## src/rtl/acr_pkg.sv

```systemverilog
// package: register map, field layout and reset values of the clamp/config bank
package acr_pkg;
    localparam int          DATA_W          = 10;
    localparam int          REG_W           = 8;
    localparam int          ADDR_HI         = 9;
    localparam int          ADDR_LO         = 8;
    localparam logic [1:0]  ADDR_CLAMP_LOW  = 2'h0;
    localparam logic [1:0]  ADDR_CLAMP_HIGH = 2'h1;
    localparam logic [1:0]  ADDR_CONFIG     = 2'h2;
    localparam logic [1:0]  ADDR_RESERVED   = 2'h3;
    localparam logic [7:0]  RST_CLAMP_LOW   = 8'h00;
    localparam logic [7:0]  RST_CLAMP_HIGH  = 8'h00;
    localparam logic [7:0]  RST_CONFIG      = 8'h01;
    localparam int          GAIN_LSB        = 0;
    localparam int          GAIN_MSB        = 2;
    localparam int          POWER_DOWN_BIT_BIT        = 3;
    localparam int          CSRC_BIT        = 4;
    localparam int          SFMT_BIT        = 5;
    localparam int          CDIS_BIT        = 6;
    localparam int          CLH_MSB         = 1;
    localparam logic [9:0]  SIGN_FLIP       = 10'h200;
endpackage

```

## src/rtl/acr_wr_if.sv

```systemverilog
// interface: decoded write request between strobe detector and register bank
`timescale 1ns/1ps
interface acr_wr_if;
    logic       wr_pulse;
    logic [9:0] wr_word;
    modport src (output wr_pulse, output wr_word);
    modport dst (input wr_pulse, input wr_word);
endinterface

```

## src/rtl/acr_strobe.sv

```systemverilog
// module: write strobe edge detector for the shared data bus
`timescale 1ns/1ps
module acr_strobe (
    input  wire logic        clk_i,
    input  wire logic        rst_i,
    input  wire logic        ce_i,
    input  wire logic        wr_i,
    input  wire logic        oe_n_i,
    input  wire logic [9:0]  bus_i,
    acr_wr_if.src            wr
);
    logic       wr_q,   wr_d;
    logic [9:0] word_q, word_d;
    logic       pls_q,  pls_d;

    // ===================================================
    // strobe capture
    // data held while strobe high; latch on falling edge
    always_comb begin
        wr_d   = wr_i;
        word_d = (wr_i && oe_n_i) ? bus_i : word_q;
        pls_d  = wr_q && !wr_i && oe_n_i;
    end

    always_ff @(posedge clk_i or posedge rst_i) begin
        if (rst_i) begin
            wr_q   <= 1'b0;
            word_q <= 10'h000;
            pls_q  <= 1'b0;
        end else if (ce_i) begin
            wr_q   <= wr_d;
            word_q <= word_d;
            pls_q  <= pls_d;
        end
    end

    assign wr.wr_pulse = pls_q;
    assign wr.wr_word  = word_q;
endmodule

```

## src/rtl/acr_top.sv

```systemverilog
// module: write-only clamp level and conversion configuration register bank
`timescale 1ns/1ps
module acr_top
    import acr_pkg::*;
(
    input  wire logic                      MCLK_I,
    input  wire logic                      RST_I,
    input  wire logic                      CE_I,
    input  wire logic                      WR_I,
    input  wire logic                      OE_N_I,
    input  wire logic [acr_pkg::DATA_W-1:0] BUS_I,
    input  wire logic [acr_pkg::DATA_W-1:0] RESULT_I,
    input  wire logic                      OVER_RANGE_I,
    output logic      [acr_pkg::DATA_W-1:0] BUS_O,
    output logic      [acr_pkg::DATA_W-1:0] BUS_OE_O,
    output logic                           OVER_RANGE_FLAG_O,
    output logic                           OVER_RANGE_FLAG_OE_O,
    output logic      [2:0]                GAIN_SELECT_O,
    output logic                           POWER_DOWN_BIT_O,
    output logic                           CLAMP_SOURCE_SELECT_O,
    output logic                           SIGNED_FORMAT_BIT_O,
    output logic                           CLAMP_OUT_DISABLE_O,
    output logic      [9:0]                CLAMP_LEVEL_CODE_O
);
    import acr_pkg::*;

    acr_wr_if wr ();

    // ===================================================
    // register state
    logic [7:0] clamp_low_q,  clamp_low_d;
    logic [7:0] clamp_high_q, clamp_high_d;
    logic [7:0] config_q,     config_d;
    logic       sel_low,      sel_high;
    logic       sel_cfg;

    // ===================================================
    // result bus state
    logic [9:0] bus_q,        bus_d;
    logic [9:0] bus_oe_q,     bus_oe_d;
    logic       ovr_q,        ovr_d;
    logic       ovr_oe_q,     ovr_oe_d;

    // ===================================================
    // helpers
    // format conversion: flipping msb maps 0..1023 onto -512..511
    function automatic logic [9:0] fmt_result(input logic [9:0] raw, input logic twos);
        fmt_result = twos ? (raw ^ SIGN_FLIP) : raw;
    endfunction

    // slot match on the two address bits
    function automatic logic slot_hit(input logic [9:0] word, input logic [1:0] slot);
        slot_hit = (word[ADDR_HI:ADDR_LO] == slot);
    endfunction

    // every data pin shares one enable
    function automatic logic [9:0] pin_enable(input logic drive);
        pin_enable = drive ? 10'h3ff : 10'h000;
    endfunction

    // ===================================================
    // write strobe capture
    acr_strobe u_strobe (
        .clk_i  (MCLK_I),
        .rst_i  (RST_I),
        .ce_i   (CE_I),
        .wr_i   (WR_I),
        .oe_n_i (OE_N_I),
        .bus_i  (BUS_I),
        .wr     (wr)
    );

    // ===================================================
    // address decode
    // decode only on the pulse cycle; the word is held stable upstream
    always_comb begin
        sel_low  = wr.wr_pulse && slot_hit(wr.wr_word, ADDR_CLAMP_LOW);
        sel_high = wr.wr_pulse && slot_hit(wr.wr_word, ADDR_CLAMP_HIGH);
        sel_cfg  = wr.wr_pulse && slot_hit(wr.wr_word, ADDR_CONFIG);
        // slot 11 selects nothing, so all registers keep their value
    end

    // ===================================================
    // clamp level low byte
    always_comb begin
        clamp_low_d = clamp_low_q;
        if (sel_low) begin
            clamp_low_d = wr.wr_word[REG_W-1:0];
        end
    end

    always_ff @(posedge MCLK_I or posedge RST_I) begin
        if (RST_I) begin
            clamp_low_q <= RST_CLAMP_LOW;
        end else if (CE_I) begin
            clamp_low_q <= clamp_low_d;
        end
    end

    // ===================================================
    // clamp level high bits
    // upper six bits have no function and are stored as zero
    always_comb begin
        clamp_high_d = clamp_high_q;
        if (sel_high) begin
            clamp_high_d = {6'h00, wr.wr_word[CLH_MSB:0]};
        end
    end

    always_ff @(posedge MCLK_I or posedge RST_I) begin
        if (RST_I) begin
            clamp_high_q <= RST_CLAMP_HIGH;
        end else if (CE_I) begin
            clamp_high_q <= clamp_high_d;
        end
    end

    // ===================================================
    // conversion configuration
    // bit 7 is unused and stored as zero
    always_comb begin
        config_d = config_q;
        if (sel_cfg) begin
            config_d = {1'b0, wr.wr_word[CDIS_BIT:0]};
        end
    end

    always_ff @(posedge MCLK_I or posedge RST_I) begin
        if (RST_I) begin
            config_q <= RST_CONFIG;
        end else if (CE_I) begin
            config_q <= config_d;
        end
    end

    // ===================================================
    // result word and over-range
    // no register readback path: bus only carries conversion results
    always_comb begin
        bus_d = fmt_result(RESULT_I, config_q[SFMT_BIT]);
        ovr_d = OVER_RANGE_I;
    end

    always_ff @(posedge MCLK_I or posedge RST_I) begin
        if (RST_I) begin
            bus_q <= 10'h000;
            ovr_q <= 1'b0;
        end else if (CE_I) begin
            bus_q <= bus_d;
            ovr_q <= ovr_d;
        end
    end

    // ===================================================
    // output enables
    // registered like the data so pins turn around on one edge
    always_comb begin
        bus_oe_d = pin_enable(!OE_N_I);
        ovr_oe_d = !OE_N_I;
    end

    always_ff @(posedge MCLK_I or posedge RST_I) begin
        if (RST_I) begin
            // pins released while in reset
            bus_oe_q <= 10'h000;
            ovr_oe_q <= 1'b0;
        end else if (CE_I) begin
            bus_oe_q <= bus_oe_d;
            ovr_oe_q <= ovr_oe_d;
        end
    end

    // ===================================================
    // outputs straight from flops
    // result word and flag, config fields and clamp level code
    assign BUS_O                 = bus_q;
    assign BUS_OE_O              = bus_oe_q;
    assign OVER_RANGE_FLAG_O     = ovr_q;
    assign OVER_RANGE_FLAG_OE_O  = ovr_oe_q;
    assign GAIN_SELECT_O         = config_q[GAIN_MSB:GAIN_LSB];
    assign POWER_DOWN_BIT_O      = config_q[POWER_DOWN_BIT_BIT];
    assign CLAMP_SOURCE_SELECT_O = config_q[CSRC_BIT];
    assign SIGNED_FORMAT_BIT_O   = config_q[SFMT_BIT];
    assign CLAMP_OUT_DISABLE_O   = config_q[CDIS_BIT];
    assign CLAMP_LEVEL_CODE_O    = {clamp_high_q[CLH_MSB:0], clamp_low_q};
endmodule

```

## config.mk

```make
export PLATFORM = sky130hd
export DESIGN_NAME = acr_top
export DESIGN_NICKNAME = d
export VERILOG_FILES = /design/src/rtl/acr_pkg.sv /design/src/rtl/acr_wr_if.sv /design/src/rtl/acr_strobe.sv /design/src/rtl/acr_top.sv
export SDC_FILE = /design/constraint.sdc
export NUM_CORES = 1
export LEC_CHECK = 0
export ABC_AREA = 1
export ABC_CLOCK_PERIOD_IN_PS = 1300
export BUFFER_PORTS_ARGS = -buffer_cell sky130_fd_sc_hd__buf_4
export CAP_MARGIN = 20
export CORE_ASPECT_RATIO = 0.8
export CORE_MARGIN = 3
export CORE_UTILIZATION = 48
export DETAILED_ROUTE_END_ITERATION = 10
export PLACE_DENSITY = 0.78
export SETUP_SLACK_MARGIN = 0.15
export SLEW_MARGIN = 10
export SYNTH_ARGS = -nofsm -noshare
export SYNTH_HDL_FRONTEND = slang
export SYNTH_SLANG_ARGS = --single-unit
```

## constraint.sdc

```tcl
create_clock -name MCLK_I -period 1.3 [get_ports MCLK_I]
set_input_delay 0.13 -clock MCLK_I [delete_from_list [all_inputs] [get_ports MCLK_I]]
set_output_delay 0.13 -clock MCLK_I [all_outputs]
set_load 0.05 [all_outputs]
```

==> results.yml <==
worst_setup_path:
  setup.reg_to_reg.worst_slack_ns: 0.21
  path_buf_inv: 1
  r2r_end: "config_q[5]"
  setup_crit_start_kind: "flip-flop"
  timing.critical_path.slowest_stage_cell: "dfstp_2"
  worst_setup_path_end_kind: "output pin"
  critical_path_peak_fanout: 2
  beginning_of_the_critical_path: "config_q[0]"
  crit_path_max_incr_delay_ns: 0.54
  worstSetupPathType: "reg -> out"
  timing.rr.start: "u_strobe.wr.wr_word[9]"
  cp.arrival_ns: 0.98
  worstPathRequired_ns: 1.17
  reg2regPathDepth: 5
  worstPathCellList: "buf_6"
  cpLargestDelayFamily: "flip-flops"
clock_network:
  clock_tree.buffer_depth: 2
  htree_levels: 2
  cts_tree: "built"
  cts_buffers: 5
  cts_num_sinks: 41
  cts.clk_slew.worst_paths_ns: 0.08
  clock_latency_ns: 0.28
  clk_root_buffer_cell: "clkbuf_8"
global_routing:
  global_route.usage.total_pct: 18.4
  grt_start_max_net_pins: 42
  wire_length_of_the_first_global_routing_pass_mm: 6.18
  first_global_vias: 1352
  grt.met2_usage_pct: 28.9
  total_gr_overflow: 0
  antenna_found_initial: 0
  grt-busiest-layer: "met2"
  groute.layer.met1.usage_pct: 25.1
  global_route.usage.met3_pct: 5.08
power_and_ir_drop:
  leakage_component_of_the_power_nw: 1.32
  p_seq_share_pct: 39.9
  p_comb_share_pct: 35.9
  power_frac_clock_pct: 24.2
  worst_ir_drop_vdd_v: 0.000971
  netSwitchingPower_w: 0.00166
  cellInternalPower_w: 0.00260
  power_density_normalized_to_cell_area_mw_per_mm2: 1830
  switching_share_pct: 39.0
timing:
  slew_headroom_pct: 71.7
  setup_repair_after_global_routing_missed_its_margin: "yes"
  timing.final.setup_violations: 0
  final.min_clock_period_ns: 1.11
  worst_slew_pin_slew_ns: 0.425
  fmaxAchievable_mhz: 901
  hold_violations: 0
  timing.setup.tns_ns: 0
  worst_clock_skew_ns: 0.00461
  post-route-period-util_pct: 85.4
  timing_max_transition_violations_final: 0
worst_hold_path:
  min_path_cells: 3
  hold_path.class: "in -> reg"
  hold-path-endpoint: "BUS_O[3]"
  min-delay-start: "RESULT_I[3]"
yosys:
  synth_seq_cells: 41
  synthTopCellsByArea: "dfrtp_1 (58%), nand2_1 (23%), nand3_1 (5.2%)"
  synthesized_cell_area_mm2: 0.00172
  synth_nets: 223
  synth_cells: 197
  synth-seq-area-share_pct: 59.6
  postSynthAreaPerCell_um2: 8.75
  synth.largest_area_cell: "dfrtp_1"
  yosys_warnings: 0
  synth_cell_types: 14
  yosys.area.top_type_share_pct: 58.1
run_status:
  run_status: "finished clean"
layout:
  number_of_antenna_diodes: 0
  fin_nets: 284
  final_cell_count_no_fill: 299
  layout-drive-gt1-share_pct: 34.0
  area_growth_pct: 34.8
route:
  drt-pass1-iter-count: 4
  post_drt_wl_per_cell_um: 12.5
  detail_route.vias_per_cell: 4.70
  vias: 1405
  detail_route.drc_violations: 0
  initialDrtViolationCount: 103
  drt.antenna.violating_nets: 0
  totalWireLength_mm: 3.75
place:
  port-buffer-count: 64
  place_hpwl_mm: 2.70
  place.gp.congestion: 0.749
  placedCellCount: 288
floorplanning:
  core-area_mm2: 0.00327
  num_io_pins: 65
  floorplan.initialDensity_pct: 52.8
  die_outline_width_um: 73.0
  placementRows: 18
  area_of_the_die_mm2: 0.00435
  die_height_um: 59.6
flow_run:
  max_cap_viol_count: 0
[metal layers]
layer	part of all wire [%]	up-vias
met4	0.29	0
met5	0	-
met3	5.6	2
met2	49	40
met1	45	649
li1	-	714
[stage by stage]
step / util, % / hold WS [ns] / setup slack [ns] / cell area (um^2) / power, W
floorplan: - / 0.247 / 0.139 / 1730 / 0.00275
global placement: 66.5 / 0.214 / 0.218 / 2170 / 0.00320
detailed placement: 66.5 / 0.216 / 0.201 / 2170 / 0.00323
CTS: 70.5 / 0.0392 / 0.155 / 2300 / 0.00426
global route: 71.2 / 0.0371 / 0.131 / 2320 / 0.00446
finish: 71.2 / 0.0416 / 0.190 / 2320 / 0.00425
[worst max path at each step]
stage	slack, ns	endpoint	depth (start not counted)
2_1_floorplan	0.14	BUS_OE_O[8]	1
3_3_place_gp	0.22	config_q[2]	6
3_5_place_dp	0.20	clamp_low_q[5]	4
4_1_cts	0.16	GAIN_SELECT_O[0]	1
5_1_grt	0.13	BUS_OE_O[2]	1
6_report	0.19	GAIN_SELECT_O[0]	1
[cell usage after synthesis, drive strengths merged]
library cell  number
nand3             18
buf               14
dfstp              1
inv                9
o21ai              2
nor2               6
nand2            107
dfrtp             40
[power groups by stage]
stage	clock (W)	combinational (W)	sequential (W)
final	0.00103	0.00153	0.00170
after global routing	0.00110	0.00163	0.00173
after CTS	0.00105	0.00152	0.00169
after detailed placement	0	0.00152	0.00171
after global placement	0	0.00149	0.00171
after floorplan	0	0.000423	0.00233
[kinds of logic (layout without fill, tap and decap cells)]
kind of cell	after synthesis	after routing	share of synthesized area [%]
buffers and inverters	23	85	7.98
and+or+nand+nor	131	131	31.9
DFF	41	41	59.6
AOI/OAI and AO/OA	2	2	0.581
[state kept, by name, indices dropped and copies added (netlist names)]
name and cells:
u_strobe.wr.wr_word 10, config_q 7, u_strobe.wr_q 1, BUS_OE_O 1, clamp_low_q 8, BUS_O 10
clamp_high_q 2, u_strobe.wr.wr_pulse 1, OVER_RANGE_FLAG_O 1
[cell usage in the layout (no fill, tap or decap), drive strengths merged]
cell type and count:
inv 9, dfrtp 40, buf 67, nor2 6
nand2 107, nand3 18, clkbuf 7, o21ai 2
dlygate4sd3 1, bufinv 1, dfstp 1
[final cells by class]
type	count	area (um^2)
clock buffer	7	86.3
clock inverter	1	30.0
fill	267	941
inverter	9	38.8
multi-input combinational	133	559
sequential	41	1030
tap	40	50.0
timing repair buffer	68	529
[what timing repair did]
| action | CTS | global route |
|---|---|---|
| setup buffers | 0 | 2 |
| gates cloned | 0 | 0 |
| resized for setup | 1 | 4 |
| hold buffers | 1 | 0 |
| hold endpoints to repair | 40 | 0 |
| pin swaps | 0 | 2 |
| setup endpoints to repair | 2 | 23 |
No activity file was read; power rests on OpenSTA's default activity.
